### src/sdev_consts.svh
`ifndef SDEV_CONSTS_SVH
`define SDEV_CONSTS_SVH

`define SDEV_ADDR_W 8
`define SDEV_OFF_EVENT_STATUS 8'h00
`define SDEV_OFF_LINE_STATUS 8'h04
`define SDEV_OFF_IRQ_MASK 8'h08
`define SDEV_OFF_BLOCK_LENGTH 8'h0c
`define SDEV_OFF_BLOCK_COUNT 8'h10
`define SDEV_OFF_REMAINING 8'h14
`define SDEV_OFF_CTRL 8'h18

`define SDEV_EV_W 12
`define SDEV_EV_DATA_DONE 0
`define SDEV_EV_BUSY_DONE 1
`define SDEV_EV_RESP_DONE 2
`define SDEV_EV_READ_TOUT 3
`define SDEV_EV_RESP_TOUT 4
`define SDEV_EV_WRITE_CRC 5
`define SDEV_EV_READ_CRC 6
`define SDEV_EV_RESP_CRC 7
`define SDEV_EV_TX_READY 8
`define SDEV_EV_RX_READY 9
`define SDEV_EV_LINE3_EDGE 10
`define SDEV_EV_XFER_DONE 11

`define SDEV_LS_BUSY 0
`define SDEV_LS_TX_EMPTY 1
`define SDEV_LS_RX_FULL 2
`define SDEV_LS_CLK_STOPPED 3
`define SDEV_LS_CARD_DATA_LINE3 4

`define SDEV_CTRL_WRITE_DIR 0
`define SDEV_CTRL_EDGE_LO 1
`define SDEV_CTRL_EDGE_HI 2
`define SDEV_CTRL_FIFO_LEV 3
`define SDEV_CTRL_RESP_EXP 4
`define SDEV_CTRL_BUSY_EXP 5
`define SDEV_CTRL_START 6
`define SDEV_CTRL_W 6

`define SDEV_BLEN_W 12
`define SDEV_BLEN_RESET 12'h200
`define SDEV_NBLK_W 16
`define SDEV_FIFO_W 8
`define SDEV_CHUNK_LO_BYTES 8'h10
`define SDEV_CHUNK_HI_BYTES 8'h20

`define SDEV_CLK_PERIOD_NS 50
`define SDEV_CLK_STOP_NS 3200
`define SDEV_CLK_STOP_CYC (`SDEV_CLK_STOP_NS / `SDEV_CLK_PERIOD_NS)
`define SDEV_STOP_CNT_W 7

`endif

### src/sdev_pkg.sv
package sdev_pkg;

  typedef enum logic [1:0] {
    SDEV_EDGE_OFF = 2'b00,
    SDEV_EDGE_RISE = 2'b01,
    SDEV_EDGE_FALL = 2'b10,
    SDEV_EDGE_BOTH = 2'b11
  } sdev_edge_t;

  typedef enum logic [2:0] {
    SDEV_XS_IDLE = 3'b000,
    SDEV_XS_MOVE = 3'b001,
    SDEV_XS_RD_CRC = 3'b010,
    SDEV_XS_WR_CRC = 3'b011,
    SDEV_XS_WR_PROG = 3'b100
  } sdev_xfer_t;

endpackage : sdev_pkg

### src/sdev_pin_if.sv
`timescale 1ns/1ps
`default_nettype none
interface sdev_pin_if;
  logic [2:0] raw;
  logic card_data_line3_lvl;
  logic card_data_line3_rise;
  logic card_data_line3_fall;
  logic busy_lvl;
  logic clk_edge;
  modport sync (input raw, output card_data_line3_lvl, output card_data_line3_rise, output card_data_line3_fall,
                output busy_lvl, output clk_edge);
  modport core (output raw, input card_data_line3_lvl, input card_data_line3_rise, input card_data_line3_fall,
                input busy_lvl, input clk_edge);
endinterface : sdev_pin_if
`default_nettype wire

### src/sdev_pin_sync.sv
`timescale 1ns/1ps
`default_nettype none
module sdev_pin_sync
  import sdev_pkg::*;
(
  input wire logic pclk,
  input wire logic presetn,
  sdev_pin_if.sync pins
);
  // Bit 0 card data line 3, bit 1 card data line 0, bit 2 card clock
  logic [2:0] s1_q;
  logic [2:0] s2_q;
  logic [2:0] s3_q;

  genvar i;
  generate
    for (i = 0; i < 3; i = i + 1) begin : g_sync
      // First stage feeds only the second; edges come from stages two and three
      always_ff @(posedge pclk or negedge presetn) begin
        // Stages reset to the pin's idle level: card clock parks low, data lines idle high
        if (!presetn) begin
          s1_q[i] <= (i != 2);
          s2_q[i] <= (i != 2);
          s3_q[i] <= (i != 2);
        end else begin
          s1_q[i] <= pins.raw[i];
          s2_q[i] <= s1_q[i];
          s3_q[i] <= s2_q[i];
        end
      end
    end
  endgenerate

  assign pins.card_data_line3_lvl = s2_q[0];
  assign pins.card_data_line3_rise = s2_q[0] & ~s3_q[0];
  assign pins.card_data_line3_fall = ~s2_q[0] & s3_q[0];
  // Card pulls data line 0 low while busy
  assign pins.busy_lvl = ~s2_q[1];
  assign pins.clk_edge = s2_q[2] ^ s3_q[2];

endmodule : sdev_pin_sync
`default_nettype wire

### src/sdev_event_status.sv
`timescale 1ns/1ps
`default_nettype none
`include "sdev_consts.svh"
module sdev_event_status
  import sdev_pkg::*;
(
  input wire logic pclk,
  input wire logic presetn,
  input wire logic psel,
  input wire logic penable,
  input wire logic pwrite,
  input wire logic [`SDEV_ADDR_W-1:0] paddr,
  input wire logic [31:0] pwdata,
  output logic [31:0] prdata,
  output logic pready,
  output logic pslverr,
  input wire logic card_clk_pin,
  input wire logic card_data_line3,
  input wire logic card_data_line0,
  input wire logic cmd_sent,
  input wire logic resp_received,
  input wire logic resp_crc_bad,
  input wire logic resp_timeout,
  input wire logic read_timeout,
  input wire logic busy_check,
  input wire logic rx_crc_done,
  input wire logic rx_crc_bad,
  input wire logic wr_crc_done,
  input wire logic wr_crc_bad,
  input wire logic tx_byte_to_shift,
  input wire logic rx_byte_in,
  input wire logic rx_data_rd,
  input wire logic [`SDEV_FIFO_W-1:0] fifo_level,
  input wire logic tx_shift_empty,
  input wire logic rx_shift_full,
  output logic irq,
  output logic dma_req
);

  sdev_pin_if pins ();

  sdev_pin_sync u_sync (
    .pclk(pclk),
    .presetn(presetn),
    .pins(pins)
  );

  assign pins.raw = {card_clk_pin, card_data_line0, card_data_line3};

  // Register state
  logic [`SDEV_EV_W-1:0] ev_q;
  logic [`SDEV_EV_W-1:0] ev_d;
  logic [`SDEV_EV_W-1:0] mask_q;
  logic [`SDEV_BLEN_W-1:0] blen_q;
  logic [`SDEV_NBLK_W-1:0] nblk_q;
  logic [`SDEV_CTRL_W-1:0] ctrl_q;
  logic [`SDEV_NBLK_W-1:0] remain_q;
  logic [`SDEV_BLEN_W-1:0] byte_cnt_q;
  logic [`SDEV_FIFO_W-1:0] chunk_cnt_q;
  logic [`SDEV_STOP_CNT_W-1:0] stop_cnt_q;
  logic [`SDEV_EV_W-1:0] rd_snap_q;
  logic bw_wait_q;
  sdev_xfer_t xs_q;
  sdev_xfer_t xs_d;

  // APB decode
  wire setup = psel & ~penable;
  wire done = psel & penable & pready;
  wire wr_done = done & pwrite;
  wire rd_done = done & ~pwrite;
  wire hit_ev = paddr == `SDEV_OFF_EVENT_STATUS;
  wire hit_ls = paddr == `SDEV_OFF_LINE_STATUS;
  wire hit_mask = paddr == `SDEV_OFF_IRQ_MASK;
  wire hit_blen = paddr == `SDEV_OFF_BLOCK_LENGTH;
  wire hit_nblk = paddr == `SDEV_OFF_BLOCK_COUNT;
  wire hit_rem = paddr == `SDEV_OFF_REMAINING;
  wire hit_ctrl = paddr == `SDEV_OFF_CTRL;
  wire hit_any = hit_ev | hit_ls | hit_mask | hit_blen | hit_nblk | hit_rem | hit_ctrl;
  wire start = wr_done & hit_ctrl & pwdata[`SDEV_CTRL_START];
  wire ev_clear = rd_done & hit_ev;
  // Per-register write strobes
  wire wr_mask = wr_done & hit_mask;
  wire wr_blen = wr_done & hit_blen;
  wire wr_nblk = wr_done & hit_nblk;
  wire wr_ctrl = wr_done & hit_ctrl;

  // Control fields
  wire write_dir = ctrl_q[`SDEV_CTRL_WRITE_DIR];
  wire fifo_lev = ctrl_q[`SDEV_CTRL_FIFO_LEV];
  wire resp_exp = ctrl_q[`SDEV_CTRL_RESP_EXP];
  wire busy_exp = ctrl_q[`SDEV_CTRL_BUSY_EXP];
  sdev_edge_t edge_sel;
  assign edge_sel = sdev_edge_t'(ctrl_q[`SDEV_CTRL_EDGE_HI:`SDEV_CTRL_EDGE_LO]);

  // Line status; pin-derived bits lag their pins by the two synchroniser stages
  wire clk_stopped = stop_cnt_q == `SDEV_STOP_CNT_W'(`SDEV_CLK_STOP_CYC);
  wire [`SDEV_EV_W-1:0] ls_val;
  assign ls_val[`SDEV_LS_BUSY] = pins.busy_lvl;
  assign ls_val[`SDEV_LS_TX_EMPTY] = tx_shift_empty;
  assign ls_val[`SDEV_LS_RX_FULL] = rx_shift_full;
  assign ls_val[`SDEV_LS_CLK_STOPPED] = clk_stopped;
  assign ls_val[`SDEV_LS_CARD_DATA_LINE3] = pins.card_data_line3_lvl;
  assign ls_val[`SDEV_EV_W-1:`SDEV_LS_CARD_DATA_LINE3+1] = '0;

  // Read multiplexer; unmapped addresses read zero
  wire [31:0] rd_val =
    hit_ev ? {{(32-`SDEV_EV_W){1'b0}}, ev_q} :
    hit_ls ? {{(32-`SDEV_EV_W){1'b0}}, ls_val} :
    hit_mask ? {{(32-`SDEV_EV_W){1'b0}}, mask_q} :
    hit_blen ? {{(32-`SDEV_BLEN_W){1'b0}}, blen_q} :
    hit_nblk ? {{(32-`SDEV_NBLK_W){1'b0}}, nblk_q} :
    hit_rem ? {{(32-`SDEV_NBLK_W){1'b0}}, remain_q} :
    hit_ctrl ? {{(32-`SDEV_CTRL_W){1'b0}}, ctrl_q} :
    32'h0000_0000;

  // Transfer byte accounting
  wire byte_evt = write_dir ? tx_byte_to_shift : rx_byte_in;
  wire moving = xs_q == SDEV_XS_MOVE;
  wire blk_end = moving & byte_evt & (byte_cnt_q == blen_q - `SDEV_BLEN_W'(1));
  // A zero block count means an open-ended transfer that never self-terminates
  wire last_byte = blk_end & (nblk_q != '0) & (remain_q == `SDEV_NBLK_W'(1));

  // FIFO threshold and DMA chunking
  wire [`SDEV_FIFO_W-1:0] chunk = fifo_lev ? `SDEV_CHUNK_HI_BYTES : `SDEV_CHUNK_LO_BYTES;
  wire chunk_end = byte_evt & (chunk_cnt_q == chunk - `SDEV_FIFO_W'(1));
  wire rx_over = ~write_dir & (fifo_level > chunk);
  wire tx_under = write_dir & (fifo_level < chunk);

  // Line 3 edge selection
  wire line3_hit =
    ((edge_sel == SDEV_EDGE_RISE) | (edge_sel == SDEV_EDGE_BOTH)) & pins.card_data_line3_rise |
    ((edge_sel == SDEV_EDGE_FALL) | (edge_sel == SDEV_EDGE_BOTH)) & pins.card_data_line3_fall;

  // Busy-done: immediate if the card is idle at the check, else on busy release
  wire busy_done_now = busy_exp & busy_check & ~pins.busy_lvl;
  wire busy_done_late = bw_wait_q & ~pins.busy_lvl;

  // Transfer state machine
  always_comb begin
    xs_d = xs_q;
    unique case (xs_q)
      SDEV_XS_IDLE: begin
        if (start) begin
          xs_d = SDEV_XS_MOVE;
        end
      end
      SDEV_XS_MOVE: begin
        if (last_byte) begin
          xs_d = write_dir ? SDEV_XS_WR_CRC : SDEV_XS_RD_CRC;
        end
      end
      SDEV_XS_RD_CRC: begin
        if (rx_crc_done) begin
          xs_d = SDEV_XS_IDLE;
        end
      end
      SDEV_XS_WR_CRC: begin
        if (wr_crc_done) begin
          xs_d = wr_crc_bad ? SDEV_XS_IDLE : SDEV_XS_WR_PROG;
        end
      end
      SDEV_XS_WR_PROG: begin
        if (~pins.busy_lvl) begin
          xs_d = SDEV_XS_IDLE;
        end
      end
      default: begin
        xs_d = SDEV_XS_IDLE;
      end
    endcase
    if (start) begin
      xs_d = SDEV_XS_MOVE;
    end
  end

  wire rd_data_done = (xs_q == SDEV_XS_RD_CRC) & rx_crc_done & ~rx_crc_bad;
  wire wr_data_done = (xs_q == SDEV_XS_WR_PROG) & ~pins.busy_lvl;

  // Event sources
  wire [`SDEV_EV_W-1:0] ev_set;
  assign ev_set[`SDEV_EV_DATA_DONE] = rd_data_done | wr_data_done;
  assign ev_set[`SDEV_EV_BUSY_DONE] = busy_done_now | busy_done_late;
  assign ev_set[`SDEV_EV_RESP_DONE] = (resp_received & ~resp_crc_bad) |
                                      (cmd_sent & ~resp_exp);
  assign ev_set[`SDEV_EV_READ_TOUT] = read_timeout;
  assign ev_set[`SDEV_EV_RESP_TOUT] = resp_timeout;
  assign ev_set[`SDEV_EV_WRITE_CRC] = wr_crc_done & wr_crc_bad;
  assign ev_set[`SDEV_EV_READ_CRC] = rx_crc_done & rx_crc_bad;
  assign ev_set[`SDEV_EV_RESP_CRC] = resp_received & resp_crc_bad;
  assign ev_set[`SDEV_EV_TX_READY] = tx_under;
  assign ev_set[`SDEV_EV_RX_READY] = rx_over;
  assign ev_set[`SDEV_EV_LINE3_EDGE] = line3_hit;
  assign ev_set[`SDEV_EV_XFER_DONE] = last_byte;

  // Only the bits returned by the read are cleared, so an event arriving
  // between the sample and the completing edge survives
  wire [`SDEV_EV_W-1:0] ev_clr_mask = ev_clear ? rd_snap_q : '0;
  wire [`SDEV_EV_W-1:0] rx_rd_clr = rx_data_rd ? (`SDEV_EV_W'(1) << `SDEV_EV_RX_READY) : '0;
  genvar gi;
  generate
    for (gi = 0; gi < `SDEV_EV_W; gi = gi + 1) begin : g_flag
      // Set beats both clears so no event is lost
      assign ev_d[gi] = ev_set[gi] | (ev_q[gi] & ~ev_clr_mask[gi] & ~rx_rd_clr[gi]);
    end
  endgenerate

  // Each flag reaches the line only through its own mask bit
  wire irq_d = |(ev_d & mask_q);

  // Nothing here watches a debug halt, so breakpoints cannot stall it
  always_ff @(posedge pclk or negedge presetn) begin
    if (!presetn) begin
      ev_q <= '0;
      irq <= 1'b0;
    end else begin
      ev_q <= ev_d;
      irq <= irq_d;
    end
  end

  // APB slave: no wait state, data sampled in the setup cycle
  always_ff @(posedge pclk or negedge presetn) begin
    if (!presetn) begin
      pready <= 1'b0;
      pslverr <= 1'b0;
    end else begin
      pready <= setup;
      pslverr <= setup & ~hit_any;
    end
  end

  // The snapshot tells the clear exactly which flags software has seen
  always_ff @(posedge pclk or negedge presetn) begin
    if (!presetn) begin
      prdata <= 32'h0000_0000;
      rd_snap_q <= '0;
    end else if (setup & ~pwrite) begin
      prdata <= rd_val;
      rd_snap_q <= rd_val[`SDEV_EV_W-1:0];
    end
  end

  always_ff @(posedge pclk or negedge presetn) begin
    if (!presetn) begin
      mask_q <= '0;
    end else if (wr_mask) begin
      mask_q <= pwdata[`SDEV_EV_W-1:0];
    end
  end

  always_ff @(posedge pclk or negedge presetn) begin
    if (!presetn) begin
      blen_q <= `SDEV_BLEN_RESET;
    end else if (wr_blen) begin
      blen_q <= pwdata[`SDEV_BLEN_W-1:0];
    end
  end

  // A zero count leaves the transfer open-ended until reset or a new start ends it
  always_ff @(posedge pclk or negedge presetn) begin
    if (!presetn) begin
      nblk_q <= '0;
    end else if (wr_nblk) begin
      nblk_q <= pwdata[`SDEV_NBLK_W-1:0];
    end
  end

  // Start is a strobe and is not stored
  always_ff @(posedge pclk or negedge presetn) begin
    if (!presetn) begin
      ctrl_q <= '0;
    end else if (wr_ctrl) begin
      ctrl_q <= pwdata[`SDEV_CTRL_W-1:0];
    end
  end

  always_ff @(posedge pclk or negedge presetn) begin
    if (!presetn) begin
      xs_q <= SDEV_XS_IDLE;
    end else begin
      xs_q <= xs_d;
    end
  end

  // Block and byte counters
  always_ff @(posedge pclk or negedge presetn) begin
    if (!presetn) begin
      byte_cnt_q <= '0;
      remain_q <= '0;
    end else begin
      if (start) begin
        byte_cnt_q <= '0;
        remain_q <= nblk_q;
      end else if (moving & byte_evt) begin
        if (blk_end) begin
          byte_cnt_q <= '0;
          if (remain_q != '0) begin
            remain_q <= remain_q - `SDEV_NBLK_W'(1);
          end
        end else begin
          byte_cnt_q <= byte_cnt_q + `SDEV_BLEN_W'(1);
        end
      end
    end
  end

  // DMA chunk counter, one-cycle request per chunk
  always_ff @(posedge pclk or negedge presetn) begin
    if (!presetn) begin
      chunk_cnt_q <= '0;
      dma_req <= 1'b0;
    end else begin
      dma_req <= chunk_end;
      if (start | chunk_end) begin
        chunk_cnt_q <= '0;
      end else if (byte_evt) begin
        chunk_cnt_q <= chunk_cnt_q + `SDEV_FIFO_W'(1);
      end
    end
  end

  // Busy wait arming
  always_ff @(posedge pclk or negedge presetn) begin
    if (!presetn) begin
      bw_wait_q <= 1'b0;
    end else if (busy_exp & busy_check & pins.busy_lvl) begin
      bw_wait_q <= 1'b1;
    end else if (busy_done_late | ~busy_exp) begin
      bw_wait_q <= 1'b0;
    end
  end

  // Card clock stop detection; saturates so a long-idle clock reads stopped
  always_ff @(posedge pclk or negedge presetn) begin
    if (!presetn) begin
      stop_cnt_q <= '0;
    end else if (pins.clk_edge) begin
      stop_cnt_q <= '0;
    end else if (!clk_stopped) begin
      stop_cnt_q <= stop_cnt_q + `SDEV_STOP_CNT_W'(1);
    end
  end

endmodule : sdev_event_status
`default_nettype wire

### config.mk
export PLATFORM = sky130hd
export DESIGN_NAME = sdev_event_status
export DESIGN_NICKNAME = d
export VERILOG_FILES = /design/src/sdev_pkg.sv /design/src/sdev_pin_if.sv /design/src/sdev_pin_sync.sv /design/src/sdev_event_status.sv
export VERILOG_INCLUDE_DIRS = /design/src
export SDC_FILE = /design/constraint.sdc
export NUM_CORES = 1
export LEC_CHECK = 0
export BUFFER_PORTS_ARGS = -buffer_cell sky130_fd_sc_hd__buf_4
export CORE_AREA = 2 2 156 158
export DETAILED_ROUTE_END_ITERATION = 7
export DIE_AREA = 0 0 158 160
export SLEW_MARGIN = 20
export SYNTH_ARGS = -nofsm -noshare
export SYNTH_HDL_FRONTEND = slang
export SYNTH_HIERARCHICAL = 1
export SYNTH_SLANG_ARGS = --single-unit
### constraint.sdc
create_clock -name pclk -period 3.83 [get_ports pclk]
set_input_delay 1.149 -clock pclk [delete_from_list [all_inputs] [get_ports pclk]]
set_output_delay 1.149 -clock pclk [all_outputs]
set_load 0.01 [all_outputs]
* Yosys cells after proc, flatten, opt, wreduce, memory -nomap -nowiden *
Cells that the tools add are included.

cells by class
  add/subtract/negate cells = 6
  divide/modulo/power cells = 0
  multiplexer cells = 32
  eq/ne operators = 23
  shifts and indexed selects = 0
  reduce and logical (&&, ||, !) cells = 12
  $lt $le $gt $ge = 2
  $mul = 0
  bitwise logic cells = 123

operator list
  kind                   count
  $mux 16                10
  $and 1x1->1            60
  $mux 12                4
  $not 1->1              33
  $reduce_bool 16->1     2
  $or 1x1->1             26
  $eq 8x5->1 const B     3
  $mux 3                 6
  $eq 16x1->1 const B    1
  $eq 8x4->1 const B     2
  $mux 8                 2
  $sub 16x1->16 const B  1
  $pmux 3 s5             1
  $mux 7                 2
  $add 12x1->12 const B  1
  $and 12x12->12         1
  $eq 12x12->1           1
  $mux 6                 2
  $reduce_or 12->1       1
  $sub 12x1->12 const B  1
  $mux 10                1
  $reduce_bool 2->1      5
  $add 8x1->8 const B    1
  $eq 8x3->1 const B     1
  21 further kinds       30

word-level totals
  output and inout bits = 36
  register bits after elaboration = 161
  memory bits (writable) = 0
  memories kept = 0
  ROM bits = 0
  word-level logic and storage cells = 223
  latch bits = 0
  bits of input ports = 71

* Depth between registers and ports, before layout *
Gate-level depths: netlist of run 1.

  depth after elaboration = 11
  gate-level depth with buffers = 13
  mapped depth without buffers = 9

* Cells and area by module *
The synthesis of run 1 kept the hierarchy.

by module, submodules not included
  module             times used  seq. area each (sq um)  area an instance (sq um)  cells an instance
  sdev_event_status  1           3129.3                  7210.7                    758
  sdev_pin_sync      1           206.4                   234.0                     12

* Worst setup path after synthesis of run 1 *
OpenSTA, ideal clock, no wires.

  path type = input to register
  start point = input port paddr[0]
  end point = register irq
  data required time = 3.686 ns
  path buffers = 2
  data arrival time = 3.253 ns
  slack = 0.432 ns
  cell stages on the path = 9
  setup time = 0.144 ns
  cells stage by stage = or4_1 > clkbuf_1 > nor4_1 > and2_1 > buf_2 > a21boi_1 > a221o_1 > a2111oi_0 > o211ai_1

on the way
  word-level cells in the longest chain between the ends = 9
  elaborated cells on any way between the ends = 53
  those cells by class = mux: 1; bitwise: 50; reduce/logical: 2

ends and longest elaborated chain
  item                                line                      RTL
  start, declared                     sdev_event_status.sv:12   input wire logic [`SDEV_ADDR_W-1:0] paddr,
  $logic_not 8->1 (no source line) *  -
  $and 1x1->1 *                       sdev_event_status.sv:80   wire ev_clear = rd_done & hit_ev;
  $mux 12 *                           sdev_event_status.sv:197  wire [`SDEV_EV_W-1:0] ev_clr_mask = ev_clear ? rd_snap_q : '0;
  $not 1->1                           sdev_event_status.sv:203  assign ev_d[gi] = ev_set[gi] | (ev_q[gi] & ~ev_clr_mask[gi] & ~rx_rd_clr[gi]);
  $and 1x1->1 (2 in a row)            sdev_event_status.sv:203
  $or 1x1->1                          sdev_event_status.sv:203
  $and 12x12->12 *                    sdev_event_status.sv:208  wire irq_d = |(ev_d & mask_q);
  $reduce_or 12->1 *                  sdev_event_status.sv:208
  via irq_d                           sdev_event_status.sv:208
  end signal, assigned                sdev_event_status.sv:217  irq <= irq_d;
  end, declared                       sdev_event_status.sv:36   output logic irq,

Mark *: on every way through the listed nets, which the timed path passes. The rest lies on a longest branch.
A chain may end at the register's enable or synchronous reset.

* Worst setup path in the final report of run 1 *
Same ends and word-level chain as after synthesis.

==> results.md, run 1 <==
* Final Hold Vio Count at 0
* Die width at 158 um
* Max clock buf depth at 2
* Slowest CP cell: or4_1
* Clk sinks at 133
* Routed length per instance at 17.37 um
* Syn Area/Cell at 9.668 sq um
* RSZ-0062 raised after global routing: false
* Die height at 160 um
* Setup crit end kind: register
* ANT nets after route at 0
* Switching Share at 23.96%
* Final core occ at 37.98%
* Initial antenna violation count at 0
* Slowest stage delay, CP at 0.68 ns
* Crit Path Category: input port to register
* Largest net degree at the start of global routing at 52
* Distinct cells, synth at 72
* Total gr overflow at 0
* CP bufs+invs at 1
* Residual DRC count at 0
* Root Driver: clkbuf_16
* Die area at 25280 sq um
* NetSw at 0.8690 mW
* Critical path, cell by cell: buf_4, or4_1, nor4_2, and2_1, a21boi_1, a221o_1, a2111oi_0, o211ai_1
* Max H-tree Level at 4
* Worst R2R End: remain_q[6]$_DFFE_PN0P_
* Initial DRC count at 488
* Fin. max-slew vios at 0
* CP Launch Type: input port
* First-pass GRT wire length at 32.92 mm
* Top Ports at 107
* Post-route setup TNS at 0 ns
* Max Cap Viol at 0
* Vias/cell at 5.239
* Most frequent cells in the layout: 127 x dfrtp_1, 97 x buf_4, 70 x nand2_1
* Int Pwr at 2.757 mW
* Clk_lat worst skew at 0.43 ns
* Clock Pin Slew Worst Setup and Hold Paths at 0.06 ns
* Area of the mapped netlist at 7445 sq um
* HPWL after detailed placement at 15.14 mm
* Setup violators final at 0
* Fin crit period at 3.242 ns
* RR Startpoint: blen_q[1]$_DFFE_PN0P_
* Final wirelength at 20.60 mm
* Vias at 6214
* Post-synth EDFFs at 0
* Ys Warns at 6
* CTS Buf Count at 17
* PostCTS Resize Cnt at 0
* Cell count after placement at 1154
* Outcome: finished clean
* Seq/Total Area, Yosys at 44.81%
* Reg2reg setup slack at 0.60 ns
* Leakage at 4.073 nW
* Largest fanout on the critical path at 8
* Share of cells above drive strength 1 at 24.94%
* Design Power at 3.626 mW
* Leading cell type in the layout, fill and taps excluded: dfrtp_1
* Critical path endpoint: irq$_DFF_PN0_
* Diodes inserted at 0
* Post-synth ARST share at 100.0%
* Clk pwr share at 51.0%
* All-Layer GR Usage at 16.83%
* CTS Hold Bufs at 0
* Fin cells at 1186
* # rows at 57
* Post-synth top flop: dfrtp_1
* Worst R2R Path Depth at 10
* Largest delay share family, worst path: simple AND/OR/NAND/NOR gates
* Rel. slew slack at 33.37%
* Fillcell total at 2413
* Placed cell areas at 8386 sq um
* Max rail drop VDD at 0.2340 mV
* Post-CTS Setup Inserts at 0
* Initial Utilization at 31.25%
* Synth-to-Final Area Change at 21.51%
* Comb pwr share at 7.4%
* First-pass iteration count of the detailed router at 8
* FF+latch count, synth at 133
* Hold Path Class: register to register
* Fmax at 308.4 MHz
* Tcrit/Tclk final at 84.65%
* Vias in the first global route at 5949
* WP data required at 4.12 ns
* I/O Buffers at 74
* Post-synthesis instance total at 770
* Slew of the pin with the lowest slew margin at 0.9995 ns
* CTS tree: yes
* Post-Layout Inst Area at 9046 sq um
* Core Area at 23820 sq um
* Sequential Power Share at 41.7%
* CP Depth at 8
* CP arrival at 3.53 ns
* RD Place Congestion at 0.8422
* Pwr Density at 400.9 nW/um^2
* CP startpoint: paddr[0]
* Setup Skew at 0.008852 ns
* NumNets Final at 929
## worst register-to-register path, delay by kind of cell, from the launching register on
family,cells,cell delay (ns)
flops,1,0.47
simple gates,5,1.72
fa+ha+maj,1,0.31
buf+inv,2,0.36
compound gates,2,0.29
## cells by family (layout without fill, tap and decap cells)
logic type,count (synthesis),count (layout),synth area share (%)
compound gates,163,163,14.76
buf+inv,83,160,5.529
fa+ha+maj,9,9,1.513
mux,71,71,10.42
simple gates,283,283,19.75
flops,133,133,44.81
other cells,1,16,0.05037
xor+xnor,27,27,3.177
## power by group through the flow
stage / clock network [mW] / logic [mW] / registers, mW
finish: 1.85 / 0.267 / 1.51
global placement: 0 / 0.266 / 1.53
floorplan: 0 / 0.149 / 1.53
global route: 1.95 / 0.303 / 1.52
detailed placement: 0 / 0.270 / 1.54
CTS: 1.87 / 0.271 / 1.51
## per-layer routing
layer  vias up  wire [um]  track usage [%]
li1       2928          -                -
met1      3074       9575            23.48
met2       185       9414            25.71
met3        27       1137            3.881
met4         0        470            5.651
met5         -          0                0
## cells in the mapped netlist (6+ instances only)
cell type  count  area share (%)
a21oi_1       24             1.6
a221o_1        6            0.81
a22o_1         8            0.94
a31oi_1       22             1.8
and3_1         7            0.59
buf_2          7            0.47
buf_4         16             1.6
clkbuf_1      25             1.3
dfrtp_1      127              43
dfstp_2        6             2.1
ha_1           9             1.5
inv_1         28             1.4
mux2_2        51             7.7
mux2i_1       19             2.6
nand2_1       70             3.5
nand3_1       35             2.4
nand4_1       12             1.0
nor2_1        63             3.2
nor2b_1        6            0.50
nor3_1         7            0.47
nor4_1        19             1.6
o21ai_0       47             3.2
o31ai_1        6            0.60
or2_2          9            0.76
or3_1         16             1.3
xnor2_1       12             1.4
xor2_1        15             1.8
## flip-flops by register name, indices dropped and copies added, names as in the netlist, 2 cells and up
name / cells
nblk_q: 16
remain_q: 16
blen_q: 12
byte_cnt_q: 12
ev_q: 12
mask_q: 12
rd_snap_q: 11
chunk_cnt_q: 8
stop_cnt_q: 7
ctrl_q: 6
prdata: 5
u_sync/s1_q: 3
xs_q: 3
u_sync/s2_q: 2
u_sync/s3_q: 2
## final cells by class
| type | instances | area (sq um) | share of cell area (%) |
|---|---|---|---|
| Clock buffer | 18 | 439.2 | 4.855 |
| Multi-Input combinational cell | 569 | 3760 | 41.56 |
| Inverter | 28 | 105.1 | 1.162 |
| Tap cell | 324 | 405.4 | 4.481 |
| Timing Repair Buffer | 100 | 779.5 | 8.617 |
| Sequential cell | 133 | 3336 | 36.87 |
| Clock inverter | 14 | 221.5 | 2.448 |
## how the worst min path moves through the flow
stage / from / end / slack, ns / cells after the start
2_1_floorplan: u_sync/s1_q[2]$_DFF_PN0_ / u_sync/s2_q[2]$_DFF_PN0_ / 0.33 / 0
3_3_place_gp: u_sync/s1_q[2]$_DFF_PN0_ / u_sync/s2_q[2]$_DFF_PN0_ / 0.34 / 0
3_5_place_dp: u_sync/s1_q[2]$_DFF_PN0_ / u_sync/s2_q[2]$_DFF_PN0_ / 0.34 / 0
4_1_cts: u_sync/s1_q[2]$_DFF_PN0_ / u_sync/s2_q[2]$_DFF_PN0_ / 0.35 / 0
5_1_grt: u_sync/s1_q[0]$_DFF_PN1_ / u_sync/pins.card_data_line3_lvl$_DFF_PN1_ / 0.36 / 0
6_report: u_sync/s1_q[2]$_DFF_PN0_ / u_sync/s2_q[2]$_DFF_PN0_ / 0.35 / 0
## stage by stage
stage          hold WS [ns]  worst slack, ns
2_1_floorplan        0.3312           0.4323
3_3_place_gp         0.3358           0.2300
3_5_place_dp         0.3397           0.1542
4_1_cts              0.3535           0.5928
5_1_grt              0.3646           0.3587
6_report             0.3512           0.5880
(Power assumes the default switching activity.)
==> inputs of run 2 (changes only) <==
- clock period: 3.83 -> 2.7 ns (I/O delays scaled with it)
==> results.md, run 2 (same netlist as run 1, synthesis figures left out) <==
* Slowest stage delay, CP at 0.57 ns (was 0.68 ns)
* # rows at 57 (unchanged)
* Largest fanout on the critical path at 8 (unchanged)
* All-Layer GR Usage at 17.98% (was 16.83%)
* Rel. slew slack at 64.39% (was 33.37%)
* Routed length per instance at 17.53 um (was 17.37 um)
* I/O Buffers at 74 (unchanged)
* CTS Hold Bufs at 0 (unchanged)
* Vias at 6531 (was 6214)
* Clock Pin Slew Worst Setup and Hold Paths at 0.06 ns (about the same)
* Slowest CP cell: or4_4 (was or4_1)
* First-pass iteration count of the detailed router at 6 (was 8)
* Highest Signal Layer: met4 (unchanged)
* RSZ-0062 raised after global routing: true (was false)
* Routed wl met2 at 10.42 mm (was 9.414 mm)
* Sequential Power Share at 42.9% (was 41.7%)
* Largest net degree at the start of global routing at 45 (was 52)
* Core Area at 23820 sq um (unchanged)
* Diodes inserted at 0 (unchanged)
* Leakage at 4.499 nW (was 4.073 nW)
* HPWL after detailed placement at 16.57 mm (was 15.14 mm)
* Max Cap Viol at 0 (unchanged)
* Share of cells above drive strength 1 at 33.26% (was 24.94%)
* WL met3 at 1.231 mm (was 1.137 mm)
* Fillcell total at 2376 (was 2413)
* Final core occ at 41.18% (was 37.98%)
* Tcrit/Tclk final at 101.1%
* Outcome: finished, violations left (was finished clean)
* Fin cells at 1256 (was 1186)
* Failing checks: setup timing
* Critical path, cell by cell: buf_6, or4_4, nor3_4, o2111ai_1, and3b_2, or3_4, buf_8, or3_1, a31oi_1 (was buf_4, or4_1, nor4_2, and2_1, a21boi_1, a221o_1, a2111oi_0, o211ai_1)
* Die height at 160 um (unchanged)
* CP Launch Type: register (was input port)
* First-pass GRT wire length at 35.02 mm (was 32.92 mm)
* Fin crit period at 2.729 ns
* RD Place Congestion at 0.8366 (was 0.8422)
* NetSw at 1.201 mW (was 0.8690 mW)
* Setup violators final at 6 (was 0)
* Initial DRC count at 536 (was 488)
* Vias in the first global route at 6414 (was 5949)
* Largest delay share family, worst path: simple AND/OR/NAND/NOR gates (unchanged)
* Die width at 158 um (unchanged)
* Most frequent cells in the layout: 158 x buf_4, 127 x dfrtp_1, 68 x nand2_1 (was 127 x dfrtp_1, 97 x buf_4, 70 x nand2_1)
* Leading cell type in the layout, fill and taps excluded: buf_4 (was dfrtp_1)
* Setup Skew at 0.007593 ns (was 0.008852 ns)
* Top flop regs: nblk_q (16), remain_q (16) (unchanged)
* Initial Utilization at 31.25% (unchanged)
* Hold Path Class: input port to asynchronous set/reset pin (was register to register)
* Pwr Density at 509.7 nW/um^2 (was 400.9 nW/um^2)
* Top Ports at 107 (unchanged)
* Initial antenna violation count at 0 (unchanged)
* NumNets Final at 999 (was 929)
* Clk sinks at 133 (unchanged)
* Setup crit end kind: register (unchanged)
* CTS Buf Count at 17 (unchanged)
* Total gr overflow at 0 (unchanged)
* Pre-CTS setup slack at -0.3672 ns (was 0.1542 ns)
* Crit Path Category: register to register (was input port to register)
* Design Power at 4.999 mW (was 3.626 mW)
* Residual DRC count at 0 (unchanged)
* Comb pwr share at 8.1% (was 7.4%)
* Max H-tree Level at 4 (unchanged)
* Final wirelength at 22.02 mm (was 20.60 mm)
* Max rail drop VDD at 0.3643 mV (was 0.2340 mV)
* Int Pwr at 3.798 mW (was 2.757 mW)
* Fmax at 366.4 MHz
* ANT nets after route at 0 (unchanged)
* CP arrival at 3.08 ns (was 3.53 ns)
* Vias/cell at 5.200 (was 5.239)
* Fin. max-slew vios at 0 (unchanged)
* Switching Share at 24.02% (was 23.96%)
* Root Driver: clkbuf_16 (unchanged)
* Clk_lat worst skew at 0.43 ns (about the same)
* WP data required at 3.05 ns (was 4.12 ns)
* CP bufs+invs at 2 (was 1)
* Final Hold Vio Count at 0 (unchanged)
* Synth-to-Final Area Change at 31.75% (was 21.51%)
* Max clock buf depth at 2 (unchanged)
* Slew of the pin with the lowest slew margin at 0.5292 ns (was 0.9995 ns)
* Reg2reg setup slack at -0.03 ns (was 0.60 ns)
* M1 wire length at 9.747 mm (was 9.575 mm)
* Die area at 25280 sq um (unchanged)
* Cell count after placement at 1221 (was 1154)
* CTS tree: yes (unchanged)
* Setup WS post-layout at -0.02903 ns (was 0.5880 ns)
* Clk pwr share at 49.0% (was 51.0%)
[run 2: routing by layer]
layer	global-route usage, %	vias to the layer above
li1	-	3063
met5	0	-
met3	3.528	34
met1	24.86	3224
met2	27.65	210
met4	7.125	0
[run 2: metrics by stage]
step                TNS (ns)  hold WS [ns]  area (sq um)
floorplan            -0.4391        0.3312          7690
global placement      -11.59        0.3351          9030
detailed placement    -12.00        0.3424          9030
CTS                  -0.1761        0.2999          9726
global route          -1.468        0.3150          9808
finish               -0.1067        0.2839          9808
[run 2: what timing repair did]
| action | in CTS | in global routing |
|---|---|---|
| pin swaps | 17 | 19 |
| buffers inserted | 2 | 0 |
| cloned | 1 | 0 |
| resized for setup | 7 | 23 |
| setup endpoints to repair | 15 | 29 |
[run 2: area by class of cell]
cell class              instances  area [sq um]  area share (%)
clock buffers                  19         432.9           4.414
flip-flops and latches        133          3336           34.01
clock inverters                13         181.4           1.850
inverters                      28         107.6           1.097
well taps                     324         405.4           4.133
multi-input cells             569          3964           40.41
repair buffers                170          1381           14.08
[run 2: worst reg2reg max path, delay by kind of cell (launching register included)]
family / cells / cell delay (ns)
buffers and inverters: 2 / 0.30
AOI/OAI and AO/OA: 2 / 0.25
and+or+nand+nor: 5 / 1.70
DFF: 1 / 0.40
[run 2: power groups by stage]
stage	logic [mW]	registers [mW]	clock network, mW
floorplan	0.218	2.17	0
global placement	0.400	2.18	0
detailed placement	0.409	2.18	0
CTS	0.411	2.14	2.49
global route	0.458	2.15	2.58
finish	0.405	2.14	2.45
[run 2: path summary, 6_finish.rpt]
check	start	end	depth (start not counted)
setup / recovery	blen_q[1]$_DFFE_PN0P_	remain_q[5]$_DFFE_PN0P_	9
hold / removal	presetn	chunk_cnt_q[6]$_DFFE_PN0P_	1
setup reg to reg	blen_q[1]$_DFFE_PN0P_	remain_q[5]$_DFFE_PN0P_	9
hold reg to reg	u_sync/s1_q[2]$_DFF_PN0_	u_sync/s2_q[2]$_DFF_PN0_	0
max in group asynchronous	presetn	u_sync/s3_q[0]$_DFF_PN1_	2
min in group pclk	u_sync/s1_q[2]$_DFF_PN0_	u_sync/s2_q[2]$_DFF_PN0_	0
==> inputs of run 3 (changes only) <==
- CELL_PAD_IN_SITES_DETAIL_PLACEMENT: default -> 1
- CELL_PAD_IN_SITES_GLOBAL_PLACEMENT: default -> 1
- CORE_AREA: 2 2 156 158 -> 2 2 140 142
- DIE_AREA: 0 0 158 160 -> 0 0 142 144
- PLACE_DENSITY_LB_ADDON: default -> 0.1
==> results.md, run 3 (same netlist as run 1, synthesis figures left out) <==
* CP arrival at 3.10 ns (was 3.08 ns)
* Initial antenna violation count at 0 (unchanged)
* CTS tree: yes (unchanged)
* Clk sinks at 133 (unchanged)
* Initial DRC count at 365 (was 536)
* Die area at 20450 sq um (was 25280 sq um)
* CTS Buf Count at 17 (unchanged)
* # rows at 51 (was 57)
* RD Place Congestion at 0.8326 (was 0.8366)
* Setup WS post-layout at -0.09231 ns (was -0.02903 ns)
* Routed length per instance at 21.66 um (was 17.53 um)
* Final core occ at 51.55% (was 41.18%)
* Tcrit/Tclk final at 103.4% (was 101.1%)
* Rel. slew slack at 63.29% (was 64.39%)
* Synth-to-Final Area Change at 32.12% (was 31.75%)
* Hold Path Class: input port to asynchronous set/reset pin (unchanged)
* NetSw at 1.271 mW (was 1.201 mW)
* Pwr Density at 503.1 nW/um^2 (was 509.7 nW/um^2)
* Largest net degree at the start of global routing at 55 (was 45)
* Core Area at 19080 sq um (was 23820 sq um)
* Comb pwr share at 8.5% (was 8.1%)
* Setup violators final at 11 (was 6)
* Post-route setup TNS at -0.3572 ns (was -0.1067 ns)
* Worst hold margin at 0.2972 ns (was 0.2839 ns)
* Die width at 142 um (was 158 um)
* Vias at 6744 (was 6531)
* Crit Path Category: register to register (unchanged)
* Max rail drop VDD at 0.4640 mV (was 0.3643 mV)
* HPWL after detailed placement at 18.75 mm (was 16.57 mm)
* Share of cells above drive strength 1 at 34.51% (was 33.26%)
* All-Layer GR Usage at 25.88% (was 17.98%)
* Max Cap Viol at 0 (unchanged)
* Leading cell type in the layout, fill and taps excluded: buf_4 (unchanged)
* Sequential Power Share at 43.5% (was 42.9%)
* I/O Buffers at 74 (unchanged)
* Fin crit period at 2.792 ns (was 2.729 ns)
* Clk pwr share at 48.0% (was 49.0%)
* Vias in the first global route at 7231 (was 6414)
* Top flop regs: nblk_q (16), remain_q (16) (unchanged)
* Fin. max-slew vios at 0 (unchanged)
* Int Pwr at 3.677 mW (was 3.798 mW)
* Fmax at 358.1 MHz (was 366.4 MHz)
* First-pass GRT wire length at 40.35 mm (was 35.02 mm)
* Vias/cell at 5.759 (was 5.200)
* Most frequent cells in the layout: 152 x buf_4, 125 x dfrtp_1, 68 x nand2_1 (was 158 x buf_4, 127 x dfrtp_1, 68 x nand2_1)
* Leakage at 4.519 nW (was 4.499 nW)
* Total gr overflow at 0 (unchanged)
* Outcome: finished, violations left (unchanged)
* NumNets Final at 1000 (was 999)
* Final Hold Vio Count at 0 (unchanged)
* Switching Share at 25.69% (was 24.02%)
* Final wirelength at 25.36 mm (was 22.02 mm)
* Residual DRC count at 0 (unchanged)
* Max clock buf depth at 2 (unchanged)
* Max H-tree Level at 4 (unchanged)
* Clk_lat worst skew at 0.44 ns (was 0.43 ns)
* Diodes inserted at 0 (unchanged)
* Initial Utilization at 39.02% (was 31.25%)
* Reg2reg setup slack at -0.09 ns (was -0.03 ns)
* Slew of the pin with the lowest slew margin at 0.5456 ns (was 0.5292 ns)
* Top Ports at 107 (unchanged)
* Setup crit end kind: register (unchanged)
* First-pass iteration count of the detailed router at 5 (was 6)
* WP data required at 3.01 ns (was 3.05 ns)
* CP Launch Type: register (unchanged)
* Die height at 144 um (was 160 um)
* Setup Skew at 0.008268 ns (was 0.007593 ns)
* ANT nets after route at 0 (unchanged)
* RSZ-0062 raised after global routing: true (unchanged)
* Root Driver: clkbuf_16 (unchanged)
* Failing checks: setup timing (unchanged)
* Clock Pin Slew Worst Setup and Hold Paths at 0.06 ns (about the same)
* CTS Hold Bufs at 0 (unchanged)
* Largest fanout on the critical path at 7 (was 8)
run 3: changes by cell type in the layout (fill, tap and decap cells not counted), moves of 3 or more:
cell      previous run  this run
nor4_1              15        11
clkinv_4             1         4
buf_4              158       152
buf_6                6        11
nor4_4               1         5
run 3: metal layers:
layer	up-vias	track usage (%)	share of wire [%]
met1	3468	32.99	44
met5	-	0	0
li1	3075	-	-
met2	151	44.80	49
met4	0	9.211	2.9
met3	50	4.040	3.3
run 3: layout make-up:
| class | count | area, sq um |
|---|---|---|
| fill | 2113 | 9244 |
| multi-input combinational | 569 | 4059 |
| sequential | 133 | 3338 |
| timing repair buffer | 171 | 1433 |
| clock buffer | 19 | 452.9 |
| tap | 238 | 297.8 |
| clock inverter | 13 | 147.6 |
| inverter | 28 | 107.6 |
run 3: worst max-delay path, cell delays in order (launching register included):
cell	delay, ns
dfrtp_1	0.42
inv_4	0.09
ha_4	0.15
or4b_4	0.50
nor2_4	0.11
o2111ai_1	0.09
and3b_2	0.27
or3_4	0.43
bufbuf_16	0.29
o21ai_0	0.21
a31oi_1	0.11
run 3: what timing repair did:
| item | in CTS | in global routing |
|---|---|---|
| resized for setup | 26 | 25 |
| endpoints found under the setup margin | 23 | 32 |
| cloned | 1 | 0 |
| pin swaps | 25 | 25 |
| buffers inserted | 6 | 7 |
run 3: path summary, 6_finish.rpt:
path / from / to / depth (start not counted)
min in group pclk: u_sync/s1_q[0]$_DFF_PN1_ / u_sync/pins.card_data_line3_lvl$_DFF_PN1_ / 0
hold / removal: presetn / ev_q[10]$_DFF_PN0_ / 1
setup reg to reg: blen_q[0]$_DFFE_PN0P_ / remain_q[5]$_DFFE_PN0P_ / 10
hold reg to reg: u_sync/s1_q[0]$_DFF_PN1_ / u_sync/pins.card_data_line3_lvl$_DFF_PN1_ / 0
max in group asynchronous: presetn / u_sync/s2_q[1]$_DFF_PN1_ / 2
setup / recovery: blen_q[0]$_DFFE_PN0P_ / remain_q[5]$_DFFE_PN0P_ / 10
run 3: power groups by stage:
stage	Combinational [mW]	Clock [mW]	Sequential (mW)
CTS	0.423	2.40	2.15
finish	0.421	2.38	2.15
global route	0.470	2.50	2.16
global placement	0.397	0	2.18
detailed placement	0.419	0	2.19
floorplan	0.218	0	2.17
run 3: per-stage QoR:
stage               worst slack, ns  instances  area, sq um  power, mW
finish                     -0.09231       1171         9836      4.948
global route                -0.1861       1171         9836      5.129
CTS                         -0.1315       1165         9701      4.978
detailed placement          -0.3251       1126         8880      2.604
global placement            -0.2989       1126         8880      2.573
floorplan                   -0.1679        785         7690      2.385
